**src/core/plc_frame_sender.sv**
```systemverilog
// Shared constants and the zero-crossing frame sender for the powerline transmitter
// ============================================================================
// Constants
package plc_pkg;
    localparam int CLK_HZ = 40_000_000;
    localparam int CARRIER_HZ = 120_000;
    // Longest half period, rounded down
    localparam int CAR_HALF_CYC = CLK_HZ / (2 * CARRIER_HZ);
    localparam int ALIGN_US = 50;
    localparam int ALIGN_CYC = (CLK_HZ / 1_000_000) * ALIGN_US;
    localparam int BURST_US = 1000;
    localparam int BURST_CYC_DEF = (CLK_HZ / 1_000_000) * BURST_US;
    localparam int LEVEL_COUNT = 19;
    localparam logic [7:0] DEFAULT_REPS = 8'h02;
    localparam logic [4:0] CMD_SELECT_ON = 5'h12;
    localparam logic [4:0] CMD_SELECT_OFF = 5'h1a;
    localparam logic [4:0] CMD_ALL_OFF = 5'h1c;
    localparam logic [4:0] CMD_ALL_LAMPS_ON = 5'h14;
    localparam logic [4:0] CMD_DIM = 5'h1e;
    localparam logic [4:0] CMD_BRIGHT = 5'h16;
    localparam logic [4:0] TOGGLE_MASK = 5'h08;
    localparam int CMD_FLAG_BIT = 4;
    localparam logic [3:0] START_PATTERN = 4'he;
    localparam logic [4:0] START_SLOTS = 5'h04;
    localparam logic [4:0] DATA_END_SLOT = 5'h16;
    localparam logic [4:0] LAST_SLOT = 5'h1b;
    localparam int DATA_BITS = 9;
    localparam logic [4:0] SLOT_ZERO = 5'h00;
    localparam logic [4:0] SLOT_ONE = 5'h01;
endpackage : plc_pkg

`timescale 1ns/1ps

// ============================================================================
// Frame sender: one code sequence, one slot per zero crossing
module plc_frame_sender #(
    parameter int BURST_CYC = plc_pkg::BURST_CYC_DEF
) (
    // Clock and reset
    input wire logic clk,
    input wire logic srst,
    // Frame request
    input wire logic frame_go,
    input wire logic [3:0] house,
    input wire logic [4:0] keycmd,
    // Line timing
    input wire logic zc_edge,
    // Results
    output logic mod_out,
    output logic frame_done,
    output logic active
);
    typedef enum logic {L_IDLE, L_RUN} lstate_t;

    typedef struct packed {
        lstate_t st;
        logic [4:0] slot;
        logic [15:0] burst_cnt;
        logic [7:0] car_cnt;
        logic car;
        logic prev_bit;
        logic [8:0] data;
        logic mod;
        logic done;
    } lreg_t;

    lreg_t s_ff, nxt_s;

    // Slot pattern: start code, then each data bit true then complemented, then silence
    function automatic logic slot_bit(input logic [4:0] slot, input logic [8:0] data);
        logic [4:0] rel;
        logic [3:0] idx;
        rel = '0;
        idx = '0;
        slot_bit = 1'b0;
        if (slot < plc_pkg::START_SLOTS) begin
            slot_bit = plc_pkg::START_PATTERN[2'(3 - int'(slot))];
        end else if (slot < plc_pkg::DATA_END_SLOT) begin
            rel = slot - plc_pkg::START_SLOTS;
            idx = 4'(plc_pkg::DATA_BITS - 1) - 4'(rel[4:1]);
            slot_bit = data[idx] ^ rel[0];
        end
    endfunction : slot_bit

    logic cur_bit;
    assign cur_bit = slot_bit(s_ff.slot, s_ff.data);

    // Next state
    always_comb begin
        nxt_s = s_ff;
        nxt_s.done = 1'b0;
        // Carrier runs only while a burst is counting down
        if (s_ff.burst_cnt != '0) begin
            nxt_s.burst_cnt = s_ff.burst_cnt - 16'h0001;
            if (s_ff.car_cnt == 8'(plc_pkg::CAR_HALF_CYC - 1)) begin
                nxt_s.car_cnt = '0;
                nxt_s.car = ~s_ff.car;
            end else begin
                nxt_s.car_cnt = s_ff.car_cnt + 8'h01;
            end
        end
        unique case (s_ff.st)
            L_IDLE: begin
                nxt_s.burst_cnt = '0;
                if (frame_go) begin
                    nxt_s.st = L_RUN;
                    nxt_s.slot = '0;
                    nxt_s.data = {house, keycmd};
                end
            end
            L_RUN: begin
                // Burst starts on the edge itself, far inside the alignment window
                if (zc_edge) begin
                    if (cur_bit) begin
                        nxt_s.burst_cnt = 16'(BURST_CYC);
                        nxt_s.car_cnt = '0;
                        nxt_s.car = 1'b1;
                    end
                    nxt_s.prev_bit = cur_bit;
                    if (s_ff.slot == plc_pkg::LAST_SLOT) begin
                        nxt_s.st = L_IDLE;
                        nxt_s.done = 1'b1;
                    end else begin
                        nxt_s.slot = s_ff.slot + plc_pkg::SLOT_ONE;
                    end
                end
            end
        endcase
        nxt_s.mod = (nxt_s.burst_cnt != '0) && (nxt_s.st == L_RUN) && nxt_s.car;
    end

    // State register
    always_ff @(posedge clk) begin
        if (srst) begin
            s_ff <= '0;
        end else begin
            s_ff <= nxt_s;
        end
    end

    assign mod_out = s_ff.mod;
    assign frame_done = s_ff.done;
    assign active = (s_ff.st == L_RUN);

    // Carrier appears the cycle after a marked edge
    burst_align_a: assert property (@(posedge clk) disable iff (srst)
        (s_ff.st == L_RUN) && zc_edge && cur_bit |=> s_ff.mod)
        else $error("burst did not start on zero crossing");

    // Unmarked slots stay silent
    silent_slot_a: assert property (@(posedge clk) disable iff (srst)
        (s_ff.st == L_RUN) && zc_edge && !cur_bit && (s_ff.burst_cnt == '0) |=> !s_ff.mod)
        else $error("carrier in unmarked slot");

    // Each data bit is followed by its complement
    complement_bit_a: assert property (@(posedge clk) disable iff (srst)
        (s_ff.st == L_RUN) && zc_edge && (s_ff.slot > plc_pkg::START_SLOTS) &&
        (s_ff.slot < plc_pkg::DATA_END_SLOT) && s_ff.slot[0] |-> cur_bit != s_ff.prev_bit)
        else $error("data bit not complemented");

    // Frame ends only after the last slot
    frame_length_a: assert property (@(posedge clk) disable iff (srst)
        $rose(s_ff.done) |-> $past(s_ff.slot) == plc_pkg::LAST_SLOT)
        else $error("frame ended early");

    // No carrier while idle
    idle_silent_a: assert property (@(posedge clk) disable iff (srst)
        (s_ff.st == L_IDLE) && $past(s_ff.st == L_IDLE) |-> !s_ff.mod)
        else $error("carrier while idle");
endmodule : plc_frame_sender

```
**src/core/powerline_control_transmitter.sv**
```systemverilog
// Top of the powerline home-control transmitter: pin selection, entry list and repeats
// Overview of operation
// - Modulation pin chosen by index, forced output
// - Zero-crossing pin chosen by index, forced input unless it is also the modulation pin
// - House code 0..15 means letters A..P
// - Values 0..15 are unit keys, else commands
// - Missing repeat count means send twice
// - House plus key, then house plus command
// - Select on and select off codes
// - All off and all lamps on codes
// - Dim and brighten codes
// - Command values pass unaltered, toggle by XOR
// - Entries sent in order, repeats finished first
// - Each dim repeat moves one of nineteen levels
// - Carrier gated near line zero crossings
// - Align to zero crossing within fifty microseconds
// - Each repetition is one eleven-bit sequence
`timescale 1ns/1ps

module powerline_control_transmitter #(
    parameter int BURST_CYC = plc_pkg::BURST_CYC_DEF
) (
    // Clock and reset
    input wire logic CLK_SYS,
    input wire logic SRST,
    // Operation start
    input wire logic START,
    input wire logic [3:0] MOD_PIN_SEL,
    input wire logic [3:0] ZC_PIN_SEL,
    output logic BUSY,
    // Entry list
    input wire logic ENTRY_VALID,
    output logic ENTRY_READY,
    input wire logic [3:0] ENTRY_HOUSE,
    input wire logic [4:0] KEY_OR_COMMAND_A,
    input wire logic [7:0] ENTRY_COUNT,
    input wire logic ENTRY_COUNT_GIVEN,
    input wire logic ENTRY_LAST,
    output logic CMD_UNKNOWN,
    // General I/O pins
    input wire logic [15:0] PIN_IN,
    output logic [15:0] PIN_OUT,
    output logic [15:0] PIN_OE
);
    typedef enum logic [1:0] {M_IDLE, M_FETCH, M_SEND, M_WAIT} mstate_t;

    typedef struct packed {
        mstate_t st;
        logic busy;
        logic ready;
        logic unknown;
        logic [3:0] mod_sel;
        logic [3:0] zc_sel;
        logic [3:0] house;
        logic [4:0] keycmd;
        logic [7:0] reps;
        logic last;
        logic [15:0] sync1;
        logic [15:0] sync2;
        logic zc_prev;
        logic [15:0] pin_out;
        logic [15:0] pin_oe;
    } mreg_t;

    mreg_t s_ff, nxt_s;

    logic mod_bit;
    logic frame_done;
    logic frame_active;
    logic zc_edge;
    logic frame_go;
    logic accept;

    // A value with the top bit set is a command; only the six listed are known
    function automatic logic cmd_is_known(input logic [4:0] v);
        cmd_is_known = !v[plc_pkg::CMD_FLAG_BIT] ||
            (v == plc_pkg::CMD_SELECT_ON) || (v == plc_pkg::CMD_SELECT_OFF) ||
            (v == plc_pkg::CMD_ALL_OFF) || (v == plc_pkg::CMD_ALL_LAMPS_ON) ||
            (v == plc_pkg::CMD_DIM) || (v == plc_pkg::CMD_BRIGHT);
    endfunction : cmd_is_known

    // Either edge of the synchronised zero-crossing pin marks a crossing
    assign zc_edge = s_ff.busy && (s_ff.sync2[s_ff.zc_sel] != s_ff.zc_prev);
    assign frame_go = (s_ff.st == M_SEND);
    assign accept = (s_ff.st == M_FETCH) && s_ff.ready && ENTRY_VALID;

    // ========================================================================
    // Frame sender
    plc_frame_sender #(
        .BURST_CYC(BURST_CYC)
    ) u_sender (
        .clk(CLK_SYS),
        .srst(SRST),
        .frame_go(frame_go),
        .zc_edge(zc_edge),
        .house(s_ff.house),
        .keycmd(s_ff.keycmd),
        .mod_out(mod_bit),
        .frame_done(frame_done),
        .active(frame_active)
    );

    // ========================================================================
    // Sequencer next state
    always_comb begin
        nxt_s = s_ff;
        nxt_s.unknown = 1'b0;
        // Two-stage synchroniser on all pins; only stage two is looked at
        nxt_s.sync1 = PIN_IN;
        nxt_s.sync2 = s_ff.sync1;
        nxt_s.zc_prev = s_ff.sync2[s_ff.zc_sel];
        unique case (s_ff.st)
            M_IDLE: begin
                // Starts while busy cannot reach here, so selections stay stable
                if (START) begin
                    nxt_s.busy = 1'b1;
                    nxt_s.ready = 1'b1;
                    nxt_s.st = M_FETCH;
                    nxt_s.mod_sel = MOD_PIN_SEL;
                    nxt_s.zc_sel = ZC_PIN_SEL;
                    nxt_s.zc_prev = s_ff.sync2[ZC_PIN_SEL];
                    nxt_s.pin_oe[ZC_PIN_SEL] = 1'b0;
                    nxt_s.pin_oe[MOD_PIN_SEL] = 1'b1;
                end
            end
            M_FETCH: begin
                if (accept) begin
                    nxt_s.ready = 1'b0;
                    // House and key or command travel untouched into the frame
                    nxt_s.house = ENTRY_HOUSE;
                    nxt_s.keycmd = KEY_OR_COMMAND_A;
                    nxt_s.unknown = !cmd_is_known(KEY_OR_COMMAND_A);
                    nxt_s.reps = ENTRY_COUNT_GIVEN ? ENTRY_COUNT : plc_pkg::DEFAULT_REPS;
                    nxt_s.last = ENTRY_LAST;
                    if (ENTRY_COUNT_GIVEN && (ENTRY_COUNT == '0)) begin
                        // A zero count sends nothing for this entry
                        nxt_s.st = ENTRY_LAST ? M_IDLE : M_FETCH;
                        nxt_s.busy = !ENTRY_LAST;
                        nxt_s.ready = !ENTRY_LAST;
                    end else begin
                        nxt_s.st = M_SEND;
                    end
                end
            end
            M_SEND: begin
                nxt_s.st = M_WAIT;
            end
            M_WAIT: begin
                // Every repeat is a full frame, so a dim entry steps one level each
                if (frame_done) begin
                    nxt_s.reps = s_ff.reps - 8'h01;
                    if (s_ff.reps != 8'h01) begin
                        nxt_s.st = M_SEND;
                    end else if (s_ff.last) begin
                        nxt_s.st = M_IDLE;
                        nxt_s.busy = 1'b0;
                    end else begin
                        // Next entry only after all repeats, which keeps key before command
                        nxt_s.st = M_FETCH;
                        nxt_s.ready = 1'b1;
                    end
                end
            end
        endcase
        // Pins other than the modulation pin are never driven high
        nxt_s.pin_out = '0;
        nxt_s.pin_out[s_ff.mod_sel] = s_ff.busy && frame_active && mod_bit;
    end

    // State register
    always_ff @(posedge CLK_SYS) begin
        if (SRST) begin
            s_ff <= '0;
        end else begin
            s_ff <= nxt_s;
        end
    end

    assign BUSY = s_ff.busy;
    assign ENTRY_READY = s_ff.ready;
    assign CMD_UNKNOWN = s_ff.unknown;
    assign PIN_OUT = s_ff.pin_out;
    assign PIN_OE = s_ff.pin_oe;

    // ========================================================================
    // Checks
    mod_pin_out_a: assert property (@(posedge CLK_SYS) disable iff (SRST)
        s_ff.busy |-> PIN_OE[s_ff.mod_sel])
        else $error("modulation pin not driven");

    zc_pin_in_a: assert property (@(posedge CLK_SYS) disable iff (SRST)
        s_ff.busy && (s_ff.mod_sel != s_ff.zc_sel) |-> !PIN_OE[s_ff.zc_sel])
        else $error("zero-crossing pin driven");

    default_reps_a: assert property (@(posedge CLK_SYS) disable iff (SRST)
        accept && !ENTRY_COUNT_GIVEN |=> s_ff.reps == plc_pkg::DEFAULT_REPS)
        else $error("default repeat count not two");

    keycmd_pass_a: assert property (@(posedge CLK_SYS) disable iff (SRST)
        accept |=> s_ff.keycmd == $past(KEY_OR_COMMAND_A) && s_ff.house == $past(ENTRY_HOUSE))
        else $error("entry code altered");

    busy_hold_a: assert property (@(posedge CLK_SYS) disable iff (SRST)
        s_ff.busy && START |=> $stable(s_ff.mod_sel) && $stable(s_ff.zc_sel))
        else $error("start taken while busy");

    repeat_next_a: assert property (@(posedge CLK_SYS) disable iff (SRST)
        (s_ff.st == M_WAIT) && frame_done && (s_ff.reps != 8'h01) |=> (s_ff.st == M_SEND) && !s_ff.ready)
        else $error("entry advanced before repeats done");

    quiet_idle_a: assert property (@(posedge CLK_SYS) disable iff (SRST)
        !s_ff.busy && !$past(s_ff.busy) |-> PIN_OUT == '0)
        else $error("pin driven high while idle");
endmodule : powerline_control_transmitter

```
**config.mk**
```make
export PLATFORM = sky130hd
export DESIGN_NAME = powerline_control_transmitter
export DESIGN_NICKNAME = d
export VERILOG_FILES = /design/src/core/plc_frame_sender.sv /design/src/core/powerline_control_transmitter.sv
export SDC_FILE = /design/constraint.sdc
export NUM_CORES = 1
export LEC_CHECK = 0
export ABC_CLOCK_PERIOD_IN_PS = 4050
export BUFFER_PORTS_ARGS = -buffer_cell sky130_fd_sc_hd__buf_4
export CORE_MARGIN = 4
export CORE_UTILIZATION = 40
export DETAILED_ROUTE_END_ITERATION = 10
export HOLD_SLACK_MARGIN = 0.08
export PLACE_DENSITY_LB_ADDON = 0.25
export REMOVE_ABC_BUFFERS = 1
export SKIP_CTS_REPAIR_TIMING = 1
export SYNTH_ARGS = -nofsm -noshare
export SYNTH_HDL_FRONTEND = slang
export SYNTH_SLANG_ARGS = --single-unit
```
**constraint.sdc**
```tcl
create_clock -name CLK_SYS -period 4.05 [get_ports CLK_SYS]
set_input_delay 0.2025 -clock CLK_SYS [delete_from_list [all_inputs] [get_ports CLK_SYS]]
set_output_delay 0.2025 -clock CLK_SYS [all_outputs]
set_load 0.05 [all_outputs]
```
======== After elaboration in Yosys (flattened, before gate mapping) ========
Index checks and enable logic that the tools add are counted.
Widths: inputs -> output; s select.
storage, ports and cells
  bits in registers ....................... 139
  bits in latches ......................... 0
  RAM bits ................................ 0
  bits in read-only memories .............. 0
  bits of input ports ..................... 47
  output and inout bits ................... 35
  word-level logic and storage cells ...... 159
  memories ................................ 0
cells by class
  add/subtract/negate cells ............... 7
  multipliers ............................. 0
  divide/modulo/power cells ............... 0
  order comparisons ....................... 11
  equality and inequality tests ........... 23
  shift operators ......................... 0
  mux-type cells .......................... 47
  bitwise operators ....................... 10
  reductions and logical operators ........ 37
operators with widths
  cell                   count
  $mux 25                2
  $pmux 22 s2            1
  $eq 5x5->1 const B     7
  $and 16x16->16         2
  $mux 32                1
  $reduce_bool 16->1     2
  $lt 4x5->1 const B     5
  $mux 8                 3
  $mux 1                 19
  $not 16->16            1
  $or 16x16->16          1
  $pmux 8 s2             1
  $sub 16x1->16 const B  1
  $ne 2x2->1 const B     7
  $bmux 1 s4             3
  $demux 1 s4            3
  $ge 4x1->1 const B     3
  $logic_and 1x1->1      11
  $mux 10                1
  $mux 5                 2
  $mux 9                 1
  $reduce_and 3->1       3
  $add 8x1->8 const B    1
  $eq 8x8->1 const B     1
  other kinds (31)       53

======== Logic depth before layout (Yosys ltp) ========
  depth after elaboration ................. 13
  mapped depth ............................ 11
  gate-level depth less buffers ........... 9

======== Modules after synthesis ========
From an unflattened synthesis, not the netlist that was laid out.
second synthesis, totals
  cell total of the unflattened synthesis .. 729
  area, all modules ....................... 6416.2 um^2
modules (own cells, without submodules)
  module                         instances  cells an instance  area each (um^2)  seq. area each (um^2)
  powerline_control_transmitter  1          445                3966.3            1921.8
  plc_frame_sender               1          284                2449.8            840.8

======== Worst setup path before layout ========
No wires, ideal clock.
  path kind ............................... reg-to-reg
  from .................................... register u_sender.s_ff[38] (netlist name)
  to ...................................... register u_sender.s_ff[12] (netlist name)
  library setup time ...................... 126 ps
  arrival ................................. 2506 ps
  data required time ...................... 3924 ps
  path slack .............................. 1418 ps
  cell stages (with the launch flop) ...... 12
  buffers on the path ..................... 2
  period minus slack after synthesis ...... 2632 ps
  cell sequence ........................... dfxtp_1 inv_1 ha_1 mux4_2 and3b_1 a211o_1 o21bai_1 mux2i_1 a21boi_4 buf_6 buf_6 o2bb2ai_1
between the ends
  cells in the longest elaborated chain, start to end .. 10
  elaborated cells between the ends (all ways) .. 16
  classes of those cells .................. add/sub (3); order compare (2); mux (10); bitwise (1)
RTL lines
  element                       RTL line                 RTL
  from (decl)                   plc_frame_sender.sv:67   lreg_t s_ff, nxt_s;
  from (signal assigned)        plc_frame_sender.sv:137  s_ff <= nxt_s;
  $sub 5x3->5                   plc_frame_sender.sv:79   rel = slot - plc_pkg::START_SLOTS;
  $sub 4x4->4                   plc_frame_sender.sv:80   idx = 4'(plc_pkg::DATA_BITS - 1) - 4'(rel[4:1]);
  $bmux 1 s4                    plc_frame_sender.sv:81   slot_bit = data[idx] ^ rel[0];
  $mux 1 (implied by the code)  plc_frame_sender.sv:81
  $xor 1x1->1                   plc_frame_sender.sv:81
  $mux 1                        plc_frame_sender.sv:78   end else if (slot < plc_pkg::DATA_END_SLOT) begin
  $mux 1 *                      plc_frame_sender.sv:76   if (slot < plc_pkg::START_SLOTS) begin
  $mux 25 *                     plc_frame_sender.sv:114  if (cur_bit) begin
  $mux 32 *                     plc_frame_sender.sv:113  if (zc_edge) begin
  $mux 10 *                     plc_frame_sender.sv:102  unique case (s_ff.st)
Every way passes the cells marked *; elsewhere a longest branch is shown, timed or not. The select of a mux whose other input is x is not followed.
A chain may end at the register's enable or synchronous reset.

======== Final worst setup path ========
  from .................................... register u_sender.s_ff[38] (netlist name)
  to ...................................... register u_sender.s_ff[18] (netlist name)
Same word-level chain as after synthesis.

==> results.sh <==
export IMPL_fill_cells=1397
export IMPL_via_per_inst=5.13
export IMPL_gp_congestion=0.874
export IMPL_fin_crit_sh_pct=76.8
export IMPL_die_w_um=133
export IMPL_grt_pass1_wl_mm=23.0
export IMPL_yosysWarnings=0
export IMPL_ant_nets=0
export IMPL_cts_htree_levels=4
export IMPL_initial_core_util_pct=41.1
export IMPL_rsz0062_at_grt="no"
export IMPL_grt_max_degree=88
export IMPL_cts_sinks=138
export IMPL_stdcell_count=1005
export IMPL_hp_class="in -> reg"
export IMPL_io_pins=82
export IMPL_io_buffers=81
export IMPL_pre_cts_slack_ps=919
export IMPL_status="complete, no violations"
export IMPL_synth_edf_count=0
export IMPL_syn_area_mm2=0.00626
export IMPL_cp_slowest_cell="dfxtp_1"
export IMPL_placed_cells_incl_taps=945
export IMPL_route_detailed_drc=0
export IMPL_wire_per_inst_um=13.7
export IMPL_setup_viol=0
export IMPL_drt_iter0_markers=293
export IMPL_synthArstFlopShare_pct=0
export IMPL_end_kind="flop"
export IMPL_gr_total_overflow=0
export IMPL_grt_usage_pct=15.6
export IMPL_syn_inst=720
export IMPL_final_layout_size_suffix_gt1_share_pct=17.1
export IMPL_synthDistinctLibCells=60
export IMPL_final_util_pct=50.0
export IMPL_ys_seq_elements=138
export IMPL_vdd_ir_drop_max_mv=0.290
export IMPL_critical_path_top_delay_family="compound AO/OA/AOI/OAI gates"
export IMPL_area_growth_pct=21.8
export IMPL_insertion_delay_ps=420
export IMPL_clockBufferDepth=2
export IMPL_max_stage_delay_ps=490
export IMPL_hold_viol=0
export IMPL_coreArea_mm2=0.0153
export IMPL_drt_wl_total_mm=13.8
export IMPL_leakage_nw=2.93
export IMPL_first_global_vias=5004
export IMPL_crit_fanout=26
export IMPL_yosysSeqAreaShare_pct=44.1
export IMPL_clk_pin_slew_ps=60
export IMPL_fp_row_count=45
export IMPL_antenna_found_initial=0
export IMPL_dieArea_mm2=0.0177
export IMPL_cts_buffers=17
export IMPL_p_per_area_mw_per_mm2=412
export IMPL_first_pass_iters=5
export IMPL_max_freq_mhz=322
export IMPL_tritoncts="yes"
export IMPL_worstSetupStartpointType="flop"
export IMPL_cp_required_ps=4330
export IMPL_crit_type="reg -> reg"
export IMPL_final_nets=841
export IMPL_avgSynthCellArea_um2=8.70
export IMPL_slew_headroom_pct=37.0
export IMPL_setup_tns_final_ps=0
export IMPL_drv_slew=0
export IMPL_num_antenna_cells=0
export IMPL_path_cells="inv_1 > ha_1 > mux4_2 > and3b_1 > a211o_1 > o21bai_1 > mux2i_1 > a21boi_4 > a2111oi_0"
export IMPL_dp_hpwl_mm=9.64
export IMPL_clock_skew_ps=7.17
export IMPL_arrival_ps=3390
export IMPL_clockRootBuffer="clkbuf_16"
export IMPL_synth_flop_cell="dfxtp_1"
export IMPL_cp_num_buf_inv=1
export IMPL_max_cap_viol_count=0
export IMPL_period_needed_ps=3110
export IMPL_die_h_um=133
export IMPL_fin_ws_ps=941
export IMPL_tightest_slew_ps=939
export IMPL_vias=5154
==> final timing paths <==
check	startpoint	endpoint	slack, ps	depth (start not counted)
worst max-delay path	u_sender.s_ff[38]	u_sender.s_ff[18]	940	9
worst min register to register	nxt_s[36]	s_ff[36]	440	1
worst max register to register	u_sender.s_ff[38]	u_sender.s_ff[18]	940	9
worst min-delay path	ZC_PIN_SEL[2]	s_ff[85]	80	3
==> placed cells by master (no fill, tap or decap), types with 5 or more instances in the layout <==
cell type,Yosys,routed
nor2_1,52,52
o21ai_0,31,31
nor3b_1,5,5
a211oi_1,8,8
or3_1,8,8
mux4_2,12,12
nor3_1,31,30
xnor2_1,13,13
xor2_1,11,11
inv_1,15,15
and3_1,7,7
nand3_1,19,19
nand2b_1,7,7
buf_4,32,83
a2111oi_0,8,8
o21a_1,8,8
nor2b_1,38,38
dfxtp_1,138,138
dlygate4sd3_1,0,28
ha_1,13,13
a21oi_1,61,61
clkbuf_16,0,17
nor4_1,6,6
nand4_1,8,8
nand2_1,102,102
==> synthesized netlist by cell type, types with 3 or more instances <==
library cell,count,share of area [%]
nand3_1,19,1.5
and3_1,7,0.70
ha_1,13,2.6
and2_1,3,0.30
o31ai_1,4,0.48
o21a_1,8,0.96
a2111oi_0,8,1.1
xnor2_1,13,1.8
or3_1,8,0.80
o21ai_0,31,2.5
a211oi_1,8,0.96
nand2b_1,7,0.70
nor3b_1,5,0.60
nand2_1,102,6.1
mux2i_1,3,0.48
mux4_2,12,4.3
xor2_1,11,1.5
nor4b_1,3,0.42
nor2_1,52,3.1
nor2b_1,38,3.8
clkbuf_1,31,1.9
buf_4,32,3.8
a21oi_1,61,4.9
dfxtp_1,138,44
nand4_1,8,0.80
nor3_1,31,2.5
or2_2,4,0.40
inv_1,15,0.90
nor4_1,6,0.60
==> logic make-up after synthesis <==
kind of cell,count (synthesis),synth area share (%)
mux,16,5.01
xor+xnor,24,3.36
flops,138,44.1
fa+ha+maj,13,2.60
compound gates,141,13.9
simple gates,304,23.8
buf+inv,84,7.23
==> flip-flops by register name, summed over array words and instances (netlist names) <==
register	cells
u_sender.s_ff	39
ENTRY_READY	1
nxt_s	16
PIN_OE	16
u_sender.mod_out	1
CMD_UNKNOWN	1
s_ff	45
BUSY	1
u_sender.frame_done	1
u_sender.active	1
PIN_OUT	16
==> metrics by stage <==
stage	area, um2	total power [mW]	hold WS (ps)
2_1_floorplan	5870	1.53	272
3_3_place_gp	6760	1.61	413
3_5_place_dp	6760	1.62	417
4_1_cts	7350	3.16	-32.2
5_1_grt	7630	3.27	87.5
6_report	7630	3.15	84.3
==> worst register-to-register path, stage by stage (launching register included) <==
cell,delay (ps)
dfxtp_1,490
inv_1,100
ha_1,350
mux4_2,330
and3b_1,180
a211o_1,300
o21bai_1,200
mux2i_1,330
a21boi_4,230
a2111oi_0,480
==> routing by layer <==
layer / track usage (%) / wire length [um] / vias up
li1: - / - / 2597
met1: 19.9 / 6260 / 2413
met2: 25.6 / 6720 / 128
met3: 4.31 / 671 / 16
met4: 5.66 / 153 / 0
met5: 0 / 0 / -
==> layout make-up <==
type / count / area (um2) / area share [%]
Tap cell: 211 / 264 / 3.46
Multi-Input combinational cell: 498 / 3050 / 40.0
Timing Repair Buffer: 111 / 903 / 11.8
Inverter: 15 / 56.3 / 0.738
Sequential cell: 138 / 2760 / 36.2
Clock buffer: 18 / 429 / 5.62
Clock inverter: 14 / 164 / 2.15
==> report_power, final <==
part / internal (mW) / leakage [nW] / switching (mW)
clock: 0.922 / 0.286 / 0.614
sequential: 1.39 / 1.12 / 0.0231
combinational: 0.0964 / 1.53 / 0.104
Power figures use the tool's default switching activity.
